File: src/rtl/gptc_pkg.sv
// Package: register map, field positions, reset values and timing of the timer/counter block
package gptc_pkg;

   // ************************************************************
   // Register offsets (byte-wide registers)
   // ************************************************************
   localparam logic [3:0] OFF_RUN_MODE = 4'h0;   // Run and timer/counter select, all units
   localparam logic [3:0] OFF_U2_CTRL  = 4'h1;   // Third unit options
   localparam logic [3:0] OFF_CNT_BASE = 4'h2;   // Low byte of unit 0, then high, per unit
   localparam logic [3:0] OFF_RLD_LO   = 4'h8;   // Reload value, low byte
   localparam logic [3:0] OFF_RLD_HI   = 4'h9;   // Reload value, high byte
   localparam logic [3:0] OFF_CAP_LO   = 4'hA;   // Captured count, low byte
   localparam logic [3:0] OFF_CAP_HI   = 4'hB;   // Captured count, high byte
   localparam logic [3:0] OFF_STATUS   = 4'hC;   // Sticky event flags, write one to clear
   localparam logic [3:0] OFF_MASK     = 4'hD;   // Interrupt enables, same layout

   // ************************************************************
   // Field positions
   // ************************************************************
   // Run/mode register: bit 2u runs unit u, bit 2u+1 selects event counting
   localparam int RM_RUN_POS   = 0;
   localparam int RM_MODE_POS  = 1;
   // Third unit control
   localparam int U2_CAP_POS   = 0;   // Capture on trigger fall
   localparam int U2_RLD_POS   = 1;   // Auto-reload operation
   localparam int U2_UPDN_POS  = 2;   // Trigger level picks direction in reload mode
   localparam int U2_TRIG_POS  = 3;   // Trigger fall forces a reload
   localparam int U2_OUT_POS   = 4;   // Timer output toggles on each wrap
   // Status and mask: bits 0..2 unit wraps, bit 3 trigger event
   localparam int ST_TRIG_POS  = 3;
   localparam int ST_W         = 4;

   // ************************************************************
   // Reset values
   // ************************************************************
   localparam logic [7:0]  RST_CTRL  = 8'h00;
   localparam logic [15:0] RST_COUNT = 16'h0000;
   localparam logic [ST_W-1:0] RST_FLAGS = 4'h0;

   // ************************************************************
   // Timing
   // ************************************************************
   localparam int CLK_PERIOD_NS  = 10;   // One machine cycle per clock
   localparam int EDGE_RECOG_CYC = 2;    // Two samples make one edge

endpackage

File: src/rtl/gptc_unit.sv
// One 16-bit timer/counter: edge sampling, count, reload and wrap detection
`timescale 1ns/1ns
`default_nettype none

module gptc_unit
   import gptc_pkg::*;
#(
   parameter int W = 16
) (
   // Clock and reset
   input  wire logic         mclk,
   input  wire logic         rstn,
   // Operating control
   input  wire logic         run,
   input  wire logic         ext_mode,
   input  wire logic         ext_pin,
   input  wire logic         auto_rld,
   input  wire logic         down,
   input  wire logic [W-1:0] rld_val,
   input  wire logic         force_ld,
   // Software writes
   input  wire logic         wr_lo,
   input  wire logic         wr_hi,
   input  wire logic [7:0]   wr_byte,
   // Count state
   output logic [W-1:0]      count,
   output logic              wrap
);

   // Byte access needs a low and a partial or full high byte
   if (W <= 8 || W > 16) begin : g_bad_width
      $error("gptc_unit: W must be 9..16");
   end

   logic [W-1:0] count_reg;
   logic         samp_reg;
   logic         prev_reg;
   logic         fall;
   logic         tick;
   logic         at_end;
   logic         sw_wr;

   // Pin sampled once per machine cycle, previous sample kept
   always_ff @(posedge mclk or negedge rstn) begin
      if (!rstn) begin
         samp_reg <= 1'b1;
         prev_reg <= 1'b1;
      end else begin
         samp_reg <= ext_pin;
         prev_reg <= samp_reg;
      end
   end

   // High then low sample is one event
   assign fall   = prev_reg & ~samp_reg;
   assign tick   = run & (ext_mode ? fall : 1'b1);
   assign at_end = down ? (count_reg == rld_val) : (count_reg == {W{1'b1}});
   assign sw_wr  = wr_lo | wr_hi;
   // A software write or a forced load takes the cycle, so no wrap
   assign wrap   = tick & at_end & ~sw_wr & ~force_ld;
   assign count  = count_reg;

   // Count register; software write wins over counting
   always_ff @(posedge mclk or negedge rstn) begin
      if (!rstn) begin
         count_reg <= RST_COUNT[W-1:0];
      end else if (sw_wr) begin
         if (wr_lo) begin
            count_reg[7:0] <= wr_byte;
         end
         if (wr_hi) begin
            count_reg[W-1:8] <= wr_byte[W-9:0];
         end
      end else if (force_ld) begin
         count_reg <= rld_val;
      end else if (tick) begin
         if (at_end) begin
            count_reg <= down ? {W{1'b1}} : (auto_rld ? rld_val : '0);
         end else begin
            count_reg <= down ? count_reg - 1'b1 : count_reg + 1'b1;
         end
      end
   end

endmodule

`default_nettype wire

File: src/rtl/gptc_top.sv
// Three general purpose 16-bit timer/counters with register port and interrupt
// What this block does
// - Three independent 16-bit units each run as a cycle timer or an event counter.
// - The units can raise periodic interrupt requests toward the processor.
// - In timer operation the count steps by one every machine cycle, up, or down in the third unit's down mode.
// - In counter operation the count steps only on a falling edge of the unit's pin, up, or down in the third unit's down mode.
// - Each pin is sampled once per cycle and high then low marks an event.
// - The new count is visible in the cycle after the edge was detected.
// - Edge recognition takes two machine cycles, limiting the event rate.
// - The third unit can also count 16 bits as a plain timer or counter.
// - The third unit can capture its 16-bit count while counting goes on.
// - The third unit offers 16-bit auto-reload, up or down, and a timer output.
// - A trigger pin starts capture or reload and can select the count direction.
// - The third unit has its own event pin for counter operation.
`timescale 1ns/1ns
`default_nettype none

module gptc_top
   import gptc_pkg::*;
#(
   parameter int CW = 16
) (
   // Clock and reset
   input  wire logic       mclk,
   input  wire logic       rstn,
   // Register port
   input  wire logic [3:0] addr,
   input  wire logic [7:0] wr_data,
   input  wire logic       wr_en,
   input  wire logic       rd_en,
   output logic      [7:0] rd_data,
   // Event and trigger pins
   input  wire logic       event_input_zero,
   input  wire logic       event_input_one,
   input  wire logic       event_input_two,
   input  wire logic       capture_reload_trigger,
   // Outputs
   output logic            tmr_out,
   output logic            irq
);

   // ************************************************************
   // Elaboration check
   // ************************************************************
   // Low and high byte registers only cover exactly 16 bits
   if (CW != 16) begin : g_bad_cw
      $error("gptc_top: CW must be 16");
   end

   // ************************************************************
   // Declarations
   // ************************************************************
   logic [7:0]      run_mode_reg;
   logic [7:0]      u2_ctrl_reg;
   logic [CW-1:0]   rld_reg;
   logic [CW-1:0]   cap_reg;
   logic [ST_W-1:0] status_reg;
   logic [ST_W-1:0] status_next;
   logic [ST_W-1:0] mask_reg;
   logic [7:0]      rd_data_reg;
   logic [7:0]      rd_mux;
   logic            tmr_out_reg;
   logic            irq_reg;
   logic            trig_samp_reg;
   logic            trig_prev_reg;
   logic            trig_fall;
   logic            cap_mode;
   logic            rld_mode;
   logic            updn_mode;
   logic            trig_evt;
   logic [2:0]      ev_pin;
   logic [2:0]      u_auto;
   logic [2:0]      u_down;
   logic [2:0]      u_fld;
   logic [2:0]      u_wrap;
   logic [CW-1:0]   u_cnt [3];

   // Write hit on one register, used by every write decode
   function automatic logic wr_hit(input logic       we,
                                   input logic [3:0] a,
                                   input logic [3:0] off);
      wr_hit = we && (a == off);
   endfunction

   // ************************************************************
   // Trigger pin and third unit modes
   // ************************************************************
   // Trigger sampled per cycle like the event pins
   always_ff @(posedge mclk or negedge rstn) begin
      if (!rstn) begin
         trig_samp_reg <= 1'b1;
         trig_prev_reg <= 1'b1;
      end else begin
         trig_samp_reg <= capture_reload_trigger;
         trig_prev_reg <= trig_samp_reg;
      end
   end

   assign trig_fall = trig_prev_reg & ~trig_samp_reg;
   // Capture takes precedence, so the two modes never mix
   assign cap_mode  = u2_ctrl_reg[U2_CAP_POS];
   assign rld_mode  = u2_ctrl_reg[U2_RLD_POS] & ~cap_mode;
   assign updn_mode = rld_mode & u2_ctrl_reg[U2_UPDN_POS];
   // Direction pin low counts down; trigger reload is off while it steers
   assign u_down    = {updn_mode & ~trig_samp_reg, 2'b00};
   assign u_auto    = {rld_mode, 2'b00};
   assign u_fld     = {rld_mode & ~updn_mode & u2_ctrl_reg[U2_TRIG_POS] & trig_fall, 2'b00};
   assign trig_evt  = trig_fall & (cap_mode | u_fld[2]);
   assign ev_pin    = {event_input_two, event_input_one, event_input_zero};

   // ************************************************************
   // Three counting units
   // ************************************************************
   for (genvar u = 0; u < 3; u++) begin : g_unit
      gptc_unit #(
         .W (CW)
      ) u_unit (
         .mclk     (mclk),
         .rstn     (rstn),
         .run      (run_mode_reg[2*u+RM_RUN_POS]),
         .ext_mode (run_mode_reg[2*u+RM_MODE_POS]),
         .ext_pin  (ev_pin[u]),
         .auto_rld (u_auto[u]),
         .down     (u_down[u]),
         .rld_val  (rld_reg),
         .force_ld (u_fld[u]),
         .wr_lo    (wr_hit(wr_en, addr, OFF_CNT_BASE + 4'(2*u))),
         .wr_hi    (wr_hit(wr_en, addr, OFF_CNT_BASE + 4'(2*u+1))),
         .wr_byte  (wr_data),
         .count    (u_cnt[u]),
         .wrap     (u_wrap[u])
      );
   end

   // ************************************************************
   // Control registers
   // ************************************************************
   // Run/mode and third unit options
   always_ff @(posedge mclk or negedge rstn) begin
      if (!rstn) begin
         run_mode_reg <= RST_CTRL;
         u2_ctrl_reg  <= RST_CTRL;
      end else begin
         if (wr_hit(wr_en, addr, OFF_RUN_MODE)) begin
            run_mode_reg <= wr_data;
         end
         if (wr_hit(wr_en, addr, OFF_U2_CTRL)) begin
            u2_ctrl_reg <= wr_data;
         end
      end
   end

   // Reload value, written a byte at a time
   always_ff @(posedge mclk or negedge rstn) begin
      if (!rstn) begin
         rld_reg <= RST_COUNT;
      end else begin
         if (wr_hit(wr_en, addr, OFF_RLD_LO)) begin
            rld_reg[7:0] <= wr_data;
         end
         if (wr_hit(wr_en, addr, OFF_RLD_HI)) begin
            rld_reg[15:8] <= wr_data;
         end
      end
   end

   // Capture holds the count seen in the cycle the trigger fall is known
   always_ff @(posedge mclk or negedge rstn) begin
      if (!rstn) begin
         cap_reg <= RST_COUNT;
      end else if (cap_mode && trig_fall) begin
         cap_reg <= u_cnt[2];
      end
   end

   // ************************************************************
   // Status, mask and interrupt
   // ************************************************************
   // Set wins over a clear written in the same cycle, so no event is lost
   always_comb begin
      status_next = status_reg;
      if (wr_hit(wr_en, addr, OFF_STATUS)) begin
         status_next = status_next & ~wr_data[ST_W-1:0];
      end
      status_next = status_next | {trig_evt, u_wrap};
   end

   always_ff @(posedge mclk or negedge rstn) begin
      if (!rstn) begin
         status_reg <= RST_FLAGS;
      end else begin
         status_reg <= status_next;
      end
   end

   always_ff @(posedge mclk or negedge rstn) begin
      if (!rstn) begin
         mask_reg <= RST_FLAGS;
      end else if (wr_hit(wr_en, addr, OFF_MASK)) begin
         mask_reg <= wr_data[ST_W-1:0];
      end
   end

   // Level request while any enabled flag stands; one cycle behind the flag
   always_ff @(posedge mclk or negedge rstn) begin
      if (!rstn) begin
         irq_reg <= 1'b0;
      end else begin
         irq_reg <= |(status_reg & mask_reg);
      end
   end

   // ************************************************************
   // Timer output generator
   // ************************************************************
   // Square wave at half the third unit's wrap rate
   always_ff @(posedge mclk or negedge rstn) begin
      if (!rstn) begin
         tmr_out_reg <= 1'b0;
      end else if (u2_ctrl_reg[U2_OUT_POS] && u_wrap[2]) begin
         tmr_out_reg <= ~tmr_out_reg;
      end
   end

   // ************************************************************
   // Read port
   // ************************************************************
   // Unmapped offsets read as zero
   always_comb begin
      case (addr)
         OFF_RUN_MODE: rd_mux = run_mode_reg;
         OFF_U2_CTRL:  rd_mux = u2_ctrl_reg;
         4'h2:         rd_mux = u_cnt[0][7:0];
         4'h3:         rd_mux = u_cnt[0][15:8];
         4'h4:         rd_mux = u_cnt[1][7:0];
         4'h5:         rd_mux = u_cnt[1][15:8];
         4'h6:         rd_mux = u_cnt[2][7:0];
         4'h7:         rd_mux = u_cnt[2][15:8];
         OFF_RLD_LO:   rd_mux = rld_reg[7:0];
         OFF_RLD_HI:   rd_mux = rld_reg[15:8];
         OFF_CAP_LO:   rd_mux = cap_reg[7:0];
         OFF_CAP_HI:   rd_mux = cap_reg[15:8];
         OFF_STATUS:   rd_mux = {4'h0, status_reg};
         OFF_MASK:     rd_mux = {4'h0, mask_reg};
         default:      rd_mux = 8'h00;
      endcase
   end

   // Data stand only in the cycle after the strobe
   always_ff @(posedge mclk or negedge rstn) begin
      if (!rstn) begin
         rd_data_reg <= 8'h00;
      end else begin
         rd_data_reg <= rd_en ? rd_mux : 8'h00;
      end
   end

   assign rd_data = rd_data_reg;
   assign tmr_out = tmr_out_reg;
   assign irq     = irq_reg;
endmodule

`default_nettype wire

File: config.mk
export PLATFORM = sky130hd
export DESIGN_NAME = gptc_top
export DESIGN_NICKNAME = d
export VERILOG_FILES = /design/src/rtl/gptc_pkg.sv /design/src/rtl/gptc_unit.sv /design/src/rtl/gptc_top.sv
export SDC_FILE = /design/constraint.sdc
export NUM_CORES = 1
export LEC_CHECK = 0
export ABC_CLOCK_PERIOD_IN_PS = 3650
export BUFFER_PORTS_ARGS = -buffer_cell sky130_fd_sc_hd__buf_2
export CORE_MARGIN = 2
export CORE_UTILIZATION = 37
export DETAILED_ROUTE_END_ITERATION = 8
export SKIP_CTS_REPAIR_TIMING = 1
export SYNTH_ARGS = -nofsm -noshare
export SYNTH_HDL_FRONTEND = slang
export SYNTH_SLANG_ARGS = --single-unit
File: constraint.sdc
create_clock -name mclk -period 3.65 [get_ports mclk]
set_clock_uncertainty 0.15 [all_clocks]
set_input_delay 0 -clock mclk [delete_from_list [all_inputs] [get_ports mclk]]
set_output_delay 0 -clock mclk [all_outputs]
set_load 0.005 [all_outputs]
==> run metrics, run 1 <==
status=finished, violations left; failing checks=hold timing; Largest register FFs=between 40 and 50; synth top area cells=dfrtp_1, mux2_2, o21ai_0; top_reg_cell synth=dfrtp_1; pwr/cell area=633 nW/µm²; VDD IR-drop max=about 290 µV; DR WL/cell=22.9 µm; Yosys reg bits=between 100 and 150; ratio of cells with drive above 1 in the final layout=16.9%; area leader, netlist=dfrtp_1; Post-synth EDFFs=0; share of the synthesized area in the top cell type=between 30% and 40%; commonest non-fill, non-tap cell in the layout=dfrtp_1; Final Critical Period=3.11 ns; sequential share of the synthesized area=39.3%; Worst Path Max Fanout=34; worst hold path class=in -> reg; Worst Setup End Kind=flip-flop; slowest stage cell, crit path=dfstp_2; Tcrit/Tclk final=85.3%; CTS Buffer Depth=2; Root Buffer=clkbuf_16; first-pass GRT wire length=42700 µm; Fin Setup TNS=0 ns; die area=between 20000 and 25000 µm²; CTS clk-pin slew, worst paths=approximately 0.060 ns; drt total wl=27800 µm; Core Box Area=20800 µm²; reg2reg setup slack=0.54 ns; Global Route Usage Sum=25.5%; Die Ht=149 µm; Layout area overhead=14.2%; Worst Path Buf+Inv=1; RSZ-0062 raised after global routing=false; WP data arrival=3.32 ns; clk_lat worst skew=0.43 ns; Pleak=~3.7 nW; fraction of registers with async set/reset=100%; Fmax=0.321 GHz; Remaining DRCs=0; vias=7524; Worst setup startpoint=trig_samp_reg$_DFF_PN1_; Vias per Instance=just over 6; cell area after synthesis=7800 µm²; final hold vios=2; final slew viol count=0; Final #Nets=between 900 and 1000; initial antenna violation count=2; CP top delay family=compound AO/OA/AOI/OAI gates; post-detail-place hpwl=19500 µm; Placed Instance Area=8200 µm²; final setup fails=0; Least-Margin Pin Slew=1.03 ns; fin cells=1212; fin area=8900 µm²; vias in the first global route=6887; Port Buffers=29; total power draw=between 5 and 6 mW; Post-Syn Instances=roughly 910; Crit path required time=3.85 ns; Clock Sinks=122; most frequent cells in the layout=dfrtp_1, nand2_1, o21ai_0, a21oi_1, nor2_1; # diodes=0; WS Path Type=reg -> reg; critical path cell sequence=nand4bb_1 > buf_4 > mux2i_1 > nand4_1 > a211oi_2 > nand3_2 > a21oi_1 > o221ai_1 > a21oi_1; Critical Path Start Type=flip-flop; placed cells=1167; CTS tree=done; site row count=53; worst hold margin=-0.0477 ns; die width=149 µm; Starting Density=37.4%; maxcap violations=0; max-slew headroom at the worst pin=30.9%; I/O pins=30; post-route ant nets=0; largest net degree at the start of global routing=57; reg2reg start=trig_samp_reg$_DFF_PN1_; Yosys cell types=79; H-tree Lvls=4; Hold Startpoint=wr_data[3]; syn avg cell area=approximately 8.6 µm²; number of DRC markers in iteration 0=860; DR pass1 iterations=5; most used cell, CP=a21oi_1; synth warn=0; TritonCTS buffer count=17; GRT overflow=0; slowest stage delay, CP=0.57 ns; Post-Syn Nets=~930; RD Place Congestion=between 0.9 and 1
-- final cells by class --
cell class	count	area, µm²
tap	275	344
timing repair buffer	67	465
multi-input combinational	699	4390
inverter	17	63.8
sequential	122	3060
clock inverter	13	133
fill	2073	11900
clock buffer	19	443
-- path summary, 6_finish.rpt --
kind                            depth (start not counted)                                    end
worst max-delay path                                    9  g_unit[2].u_unit.count[9]$_DFFE_PN0P_
worst min-delay path                                    4                status_reg[3]$_DFF_PN0_
worst min register to register                          0    g_unit[1].u_unit.prev_reg$_DFF_PN1_
max in group asynchronous                               3                   rd_data[1]$_DFF_PN0_
worst max register to register                          9  g_unit[2].u_unit.count[9]$_DFFE_PN0P_
min in group asynchronous                               2  g_unit[1].u_unit.count[2]$_DFFE_PN0P_
-- metrics by stage --
step | util (%) | hold slack, ns | worst slack, ns
final | 42.8 | -0.0477 | 0.535
after global routing | 42.8 | 0.00355 | 0.382
after CTS | 42.1 | -0.497 | 0.636
after detailed placement | 39.4 | -0.0425 | 0.655
after global placement | 39.4 | -0.0434 | 0.739
after floorplan | - | -0.446 | 0.833
-- kinds of logic after synthesis --
group	after synthesis	synth area share [%]
simple gates	328	21.3
mux	73	10.3
fa+ha+maj	3	0.481
xor+xnor	14	1.57
buf+inv	84	4.40
flops	122	39.3
compound gates	281	22.7
-- synthesized netlist by cell type, drive strengths merged (4+ instances only) --
| master | number |
|---|---|
| a211oi | 8 |
| nand3 | 41 |
| a21oi | 77 |
| o21ai | 81 |
| nor4 | 10 |
| inv | 16 |
| nand2b | 6 |
| o221ai | 4 |
| nand2 | 93 |
| dfstp | 8 |
| a22o | 10 |
| nand4 | 7 |
| o21bai | 4 |
| a32oi | 6 |
| o211ai | 5 |
| and2 | 5 |
| a221oi | 11 |
| xnor2 | 10 |
| a31oi | 12 |
| o31ai | 6 |
| or3 | 10 |
| clkbuf | 51 |
| xor2 | 4 |
| buf | 16 |
| dfrtp | 114 |
| mux2 | 51 |
| a22oi | 14 |
| mux2i | 21 |
| nor2b | 13 |
| nor3b | 7 |
| nor3 | 24 |
| and3 | 29 |
| nor2 | 62 |
| o22ai | 14 |
-- where the power goes --
part	switching, mW	internal, mW
combinational	0.868	0.715
clock	0.682	0.971
sequential	0.668	1.73
-- layer usage --
metal	track usage (%)	share of wire [%]
met5	0	0.19
met4	11.3	4.0
met3	5.57	8.6
met2	37.4	44
met1	36.1	43
-- worst reg2reg max path, stage by stage (launching register included) --
cell and delay (ns):
dfstp_2 0.57, nand4bb_1 0.13, buf_4 0.35, mux2i_1 0.23, nand4_1 0.12, a211oi_2 0.25
nand3_2 0.31, a21oi_1 0.53, o221ai_1 0.25, a21oi_1 0.16
Power figures use the tool's default switching activity.
==> run 2, diff against run 1 <==
--- a/config.mk
+++ b/config.mk
@@ -10,6 +10,7 @@
 export CORE_MARGIN = 2
 export CORE_UTILIZATION = 37
 export DETAILED_ROUTE_END_ITERATION = 8
+export MAX_ROUTING_LAYER = met4
 export SKIP_CTS_REPAIR_TIMING = 1
 export SYNTH_ARGS = -nofsm -noshare
 export SYNTH_HDL_FRONTEND = slang
==> run 2 against run 1 <==
The flow still finishes with violations (hold timing). Highest routed layer is now met4. Critical path type unchanged. Sequential power about the same. Count of clock-buffer cells in the layout grew 3. Combinational power about the same. Setup slack improved by 0.026 ns. Largest cell class unchanged. Critical endpoint unchanged. First-iteration DRC count is 14% higher. Power rose by 0.64%. Global-route usage increased by 1.3 points.
==> run metrics, run 2 (same netlist as run 1, synthesis figures left out) <==
GRT overflow=0 (unchanged); die width=149 µm (unchanged); # diodes=0 (unchanged); number of DRC markers in iteration 0=980 (+14%); die area=22300 µm² (unchanged); Clock Sinks=122 (unchanged); final core area utilization=42.8% (about the same); commonest non-fill, non-tap cell in the layout=dfrtp_1; post-detail-place hpwl=19600 µm (+0.83%); drt total wl=28200 µm (+1.5%); critical path cell sequence=nand4bb_1 > buf_4 > mux2i_1 > nand4_1 > a211oi_2 > nand3_2 > a21oi_1 > o221ai_1 > a21oi_1; Remaining DRCs=0 (unchanged); Layout area overhead=14.2% (about the same); Starting Density=37.4% (unchanged); WP data arrival=3.29 ns (-0.03 ns); Vias per Instance=6.29 (+1.4%); Final Critical Period=3.09 ns (-0.0258 ns); placed cells=1165 (-0.17%); largest net degree at the start of global routing=66 (+16%); Core Box Area=20800 µm² (unchanged); final slew viol count=0 (unchanged); CTS clk-pin slew, worst paths=0.06 ns (about the same); CTS tree=done; vias in the first global route=6995 (+1.6%); VDD IR-drop max=212 µV (-26%); DR WL/cell=23.3 µm (+1.6%); slowest stage cell, crit path=dfstp_2; RSZ-0062 raised after global routing=false; Crit path required time=3.85 ns (about the same); clk_lat worst skew=0.43 ns (about the same); ratio of cells with drive above 1 in the final layout=16.5% (-0.39 points); Die Ht=149 µm (unchanged); maxcap violations=0 (unchanged); worst-case reg-to-reg path depth=9 (unchanged); I/O pins=30 (unchanged); Pleak=3.70 nW (-0.25%); pre-CTS WS=0.621 ns (-0.0338 ns); Worst setup startpoint=trig_samp_reg$_DFF_PN1_; Root Buffer=clkbuf_16; CP endpoint=g_unit[2].u_unit.count[9]$_DFFE_PN0P_; Worst Setup End Kind=flip-flop; Fmax=0.324 GHz (+0.83%); most frequent cells in the layout=dfrtp_1, nand2_1, o21ai_0, a21oi_1, nor2_1; worst hold margin=-0.0251 ns (+0.0226 ns); Fin Setup TNS=0 ns (unchanged); WS Path Type=reg -> reg; first-pass GRT wire length=43500 µm (+1.7%); vias=7614 (+1.2%); status=finished, violations left; initial antenna violation count=0 (-2); RD Place Congestion=1.04 (+8.9%); total power draw=5.67 mW (+0.64%); Critical R2R Capture=g_unit[2].u_unit.count[9]$_DFFE_PN0P_; fin cells=1210 (-0.17%); Least-Margin Pin Slew=1.01 ns (-0.0271 ns); max-slew headroom at the worst pin=32.7% (+1.8 points); reg2reg setup slack=0.56 ns (+0.03 ns); final setup margin=0.561 ns (+0.0258 ns); final hold vios=2 (unchanged); reg2reg start=trig_samp_reg$_DFF_PN1_; Final #Nets=945 (-0.21%); H-tree Lvls=4 (unchanged); site row count=53 (unchanged); DR pass1 iterations=5 (unchanged); pwr/cell area=637 nW/µm² (+0.58%); post-route ant nets=0 (unchanged); final setup fails=0 (unchanged); TritonCTS buffer count=17 (unchanged); Largest register FFs=48 (unchanged); Worst Path Max Fanout=34 (unchanged); Global Route Usage Sum=26.8% (+1.3 points); Port Buffers=29 (unchanged); Tcrit/Tclk final=84.6% (-0.71 points); most used cell, CP=a21oi_1; Critical Path Start Type=flip-flop; slowest stage delay, CP=0.55 ns (-0.02 ns); CTS Buffer Depth=2 (unchanged); worst hold path class=in -> reg; failing checks=hold timing
-- run 2: changes by cell type in the layout (fill, tap and decap cells not counted), moves of 2 or more --
cell and change:
buf_4 -3, clkbuf_1 +2, clkinv_4 -2, clkinvlp_4 +2, inv_6 -4
-- run 2: worst min path at each step --
stage | from | endpoint | slack (ns) | depth (start not counted)
after CTS | event_input_one | g_unit[1].u_unit.samp_reg$_DFF_PN1_ | -0.49 | 1
after global placement | event_input_one | g_unit[1].u_unit.samp_reg$_DFF_PN1_ | -0.04 | 1
after detailed placement | event_input_zero | g_unit[0].u_unit.samp_reg$_DFF_PN1_ | -0.04 | 1
after floorplan | rstn | cap_reg[0]$_DFFE_PN0P_ | -0.45 | 0
final | wr_data[3] | status_reg[3]$_DFF_PN0_ | -0.03 | 4
after global routing | wr_data[3] | status_reg[3]$_DFF_PN0_ | 0.02 | 4
-- run 2: per-layer routing --
metal | track usage (%) | vias to the layer above | part of all wire (%)
met5 | - | - | 0
met4 | 11.6 | 0 | 4.5
met2 | 38.4 | 439 | 43
met3 | 4.95 | 97 | 9.3
met1 | 37.0 | 3673 | 43
li1 | - | 3405 | -
-- run 2: worst max-delay path: cells and delay by family, from the launching register on --
kind | cells | cell delay, ns
AO/OA/AOI/OAI | 4 | 1.15
AND/OR/NAND/NOR | 3 | 0.57
flip-flops | 1 | 0.55
buffers and inverters | 1 | 0.34
multiplexers | 1 | 0.25
-- run 2: cell type report --
cell class / instances / area, µm²
fill: 2077 / 11900
inverter: 17 / 63.8
clock buffer: 22 / 464
clock inverter: 10 / 119
multi-input combinational: 699 / 4390
timing repair buffer: 65 / 463
tap: 275 / 344
sequential: 122 / 3060
-- run 2: per-stage QoR --
step | instance area, µm² | hold WS, ns
after floorplan | 7800 | -0.446
after global placement | 8200 | -0.0449
after detailed placement | 8200 | -0.0418
after CTS | 8780 | -0.487
after global routing | 8910 | 0.0244
final | 8910 | -0.0251
-- run 2: where the power goes --
group          total [mW]  internal, mW  switching [mW]  leakage, nW
clock network        1.68          1.04           0.636        0.277
logic                1.58         0.714           0.863         1.92
registers            2.42          1.73           0.686         1.50
==> run 3, diff against run 2 <==
--- a/config.mk
+++ b/config.mk
@@ -5,7 +5,8 @@
 export SDC_FILE = /design/constraint.sdc
 export NUM_CORES = 1
 export LEC_CHECK = 0
-export ABC_CLOCK_PERIOD_IN_PS = 3650
+export ABC_AREA = 1
+export ABC_CLOCK_PERIOD_IN_PS = 3000
 export BUFFER_PORTS_ARGS = -buffer_cell sky130_fd_sc_hd__buf_2
 export CORE_MARGIN = 2
 export CORE_UTILIZATION = 37
==> constraint.sdc (replaced) <==
create_clock -name mclk -period 3 [get_ports mclk]
set_clock_uncertainty 0.15 [all_clocks]
set_input_delay 0 -clock mclk [delete_from_list [all_inputs] [get_ports mclk]]
set_output_delay 0 -clock mclk [all_outputs]
set_load 0.005 [all_outputs]
==> run 3 against run 2 <==
Power increased by 35%. Global-route usage decreased by 0.78 points. The flow still finishes with violations (hold timing). Wire length decreased by 2.8%. Setup slack got worse by 0.36 ns. Synthesized cell count increased by 28%.
==> run metrics, run 3 <==
status=finished, violations left; failing checks=hold timing; drt total wl=27400 µm (-2.8%); RD Place Congestion=0.974 (-6.8%); VDD IR-drop max=412 µV (+94%); die area=22400 µm² (+0.53%); multiplexer area fraction after synthesis=0% (-10 points); CTS Buffer Depth=2 (unchanged); maxcap violations=0 (unchanged); largest family of logic cells by synthesized area=simple AND/OR/NAND/NOR gates; top_reg_cell synth=dfrtp_1; CTS clk-pin slew, worst paths=0.06 ns (about the same); Post-Syn Instances=1159 (+28%); Switching Fraction=43.8% (+5.3 points); top cells by count, synth=nand2_1, inv_1, nor2_1, dfrtp_1, o21ai_0; most used cell, CP=nand2_1; Final Critical Period=2.80 ns (-0.289 ns); number of DRC markers in iteration 0=697 (-29%); Placed Instance Area=8380 µm² (+2.2%); critical path cell sequence=inv_1 > nand2_2 > nor2_2 > buf_4 > nand2_1 > nand2_1 > nand2_1 > nor2_1 > nand2_1 > nor2_1 > nand2_2 > inv_2 > nand2_1 > nand3_1 > nand2_1 > a21oi_1; area share of and/or/nand/nor cells after synthesis=30.7% (+9.4 points); fin area=9060 µm² (+1.7%); vias in the first global route=7648 (+9.3%); Port Buffers=29 (unchanged); fraction of registers with async set/reset=100% (unchanged); Global Route Usage Sum=26.0% (-0.78 points); synth top area cells=dfrtp_1, nand2_1, inv_1; clock share of power=25.7% (-3.9 points); final setup fails=0 (unchanged); most frequent cell after synthesis=nand2_1; first-pass GRT wire length=43300 µm (-0.33%); site row count=53 (unchanged); worst hold path class=in -> reg; Synth Area in Compound Gates=18.1% (-4.5 points); H-tree Lvls=4 (unchanged); worst hold margin=-0.00696 ns (+0.0181 ns); DR WL/cell=18.3 µm (-22%); syn avg cell area=6.76 µm² (-21%); Layout area overhead=15.5%; commonest non-fill, non-tap cell in the layout=nand2_1; Post-synth EDFFs=0 (unchanged); ratio of cells with drive above 1 in the final layout=8.98% (-7.5 points); DR pass1 iterations=5 (unchanged); WP data arrival=2.99 ns (-0.30 ns); post-detail-place hpwl=20200 µm (+3.1%); Post-Synth Adder-Cell Area=0.479% (-0.0026 points); Worst Setup End Kind=flip-flop; Crit path required time=3.19 ns (-0.66 ns); I/O pins=30 (unchanged); synth warn=0 (unchanged); Post-Syn Nets=1182 (+27%); share of the synthesized area in the top cell type=36.4% (-0.20 points); Int Power=4.32 mW (+24%); cell area after synthesis=7840 µm² (+0.55%); Yosys reg bits=122 (unchanged); CP endpoint=g_unit[2].u_unit.count[5]$_DFFE_PN0P_; reg2reg start=u2_ctrl_reg[0]$_DFFE_PN0P_; sequential share of the synthesized area=39.1% (-0.21 points); part of the power in registers=36.5% (-6.1 points); vias=8206 (+7.8%); slowest stage delay, CP=0.45 ns (-0.10 ns); final hold vios=1 (-1); worst-case reg-to-reg path depth=16 (+7); final core area utilization=43.4% (+0.58 points); Least-Margin Pin Slew=0.957 ns (-0.0503 ns); Remaining DRCs=0 (unchanged); Root Buffer=clkbuf_16; Comb power frac=37.8% (+10 points); Worst setup startpoint=u2_ctrl_reg[0]$_DFFE_PN0P_; GRT overflow=0 (unchanged); clk_lat worst skew=0.42 ns (about the same); TritonCTS buffer count=17 (unchanged); Fin Setup TNS=0 ns (unchanged); Post-Synth XOR/XNOR Area=2.57% (+1.0 points); area leader, netlist=dfrtp_1; initial antenna violation count=0 (unchanged); Largest register FFs=48 (unchanged); Vias per Instance=5.47 (-13%); largest net degree at the start of global routing=48 (-27%); Yosys cell types=42 (-47%); Tcrit/Tclk final=93.4% (+8.7 points); slowest stage cell, crit path=dfrtp_1; max-slew headroom at the worst pin=35.9% (+3.3 points); Clock Sinks=122 (unchanged); Starting Density=37.5% (+0.085 points); most frequent cells in the layout=nand2_1, inv_1, nor2_1, dfrtp_1, o21ai_0; final slew viol count=0 (unchanged); Core Box Area=20900 µm² (+0.32%); Critical Path Start Type=flip-flop; WS Path Type=reg -> reg; CTS tree=done; Worst Path Max Fanout=26 (-24%); Critical R2R Capture=g_unit[2].u_unit.count[5]$_DFFE_PN0P_; post-route ant nets=0 (unchanged); Fmax=0.357 GHz (+10%); die width=150 µm (+0.26%); Final #Nets=1235 (+31%); # diodes=0 (unchanged); Pleak=4.53 nW (+23%); pwr/cell area=848 nW/µm² (+33%); Sw Pwr=3.36 mW (+54%); Die Ht=150 µm (+0.26%); reg2reg setup slack=0.20 ns (-0.36 ns); RSZ-0062 raised after global routing=false
## run 3: cell types whose count changed in the layout (fill, tap and decap cells not counted), sizes merged, moves of 13 or more
cell	previous run	this run
o21ai	81	102
nor3	24	5
nand3	41	85
xor2	4	19
a21oi	77	62
inv	17	156
nor2	62	155
nor2b	13	0
nand2	93	325
mux2i	21	0
mux2	51	0
and3	29	0
## run 3: layer usage
metal  vias to the layer above  share of wire (%)  global-route usage [%]
met5                         -                  0                       -
met4                         0                3.6                    10.2
met3                        67                6.8                    4.63
met2                       348                 46                    39.6
met1                      3883                 44                    34.4
li1                       3908                  -                       -
## run 3: power groups by stage
| stage | sequential, mW | combinational (mW) | clock [mW] |
|---|---|---|---|
| after global placement | 2.80 | 2.80 | 0 |
| after floorplan | 2.57 | 2.04 | 0 |
| after detailed placement | 2.80 | 2.83 | 0 |
| after CTS | 2.78 | 2.84 | 1.99 |
| final | 2.80 | 2.90 | 1.97 |
| after global routing | 2.87 | 3.29 | 2.07 |
## run 3: worst max-delay path, delay by kind of cell, from the launching register on
family / cells / cell delay (ns)
simple gates: 12 / 1.39
buf+inv: 3 / 0.57
flops: 1 / 0.45
compound gates: 1 / 0.14
## run 3: per-stage QoR
| stage | setup slack, ns | instances | total power [mW] |
|---|---|---|---|
| after floorplan | 0.810 | 1159 | 4.61 |
| after global placement | 0.309 | 1456 | 5.60 |
| after detailed placement | 0.319 | 1456 | 5.62 |
| after CTS | 0.300 | 1488 | 7.61 |
| after global routing | 0.0109 | 1500 | 8.23 |
| final | 0.199 | 1500 | 7.68 |
## run 3: how the worst min path moves through the flow
stage,start,to,slack (ns),depth (start not counted)
3_5_place_dp,rstn,g_unit[2].u_unit.count[14]$_DFFE_PN0P_,-0.07,1
2_1_floorplan,rstn,cap_reg[0]$_DFFE_PN0P_,-0.45,0
3_3_place_gp,rstn,g_unit[2].u_unit.count[10]$_DFFE_PN0P_,-0.08,1
6_report,wr_en,g_unit[0].u_unit.count[2]$_DFFE_PN0P_,-0.007,4
4_1_cts,rstn,g_unit[2].u_unit.count[14]$_DFFE_PN0P_,-0.53,1
5_1_grt,wr_en,g_unit[0].u_unit.count[2]$_DFFE_PN0P_,0.01,4
## run 3: cell type report
class | count | area (µm²)
clock buffers | 18 | 429
clock inverters | 14 | 124
fillers | 2214 | 11800
inverters | 156 | 586
multi-input cells | 853 | 4070
flip-flops and latches | 122 | 3060
well taps | 275 | 344
repair buffers | 62 | 438
## run 3: logic make-up after synthesis
group | Yosys count
adders and majority gates | 3
buffers and inverters | 184
AOI/OAI and AO/OA | 242
xor gates and xnor gates | 23
DFF | 122
and+or+nand+nor | 585
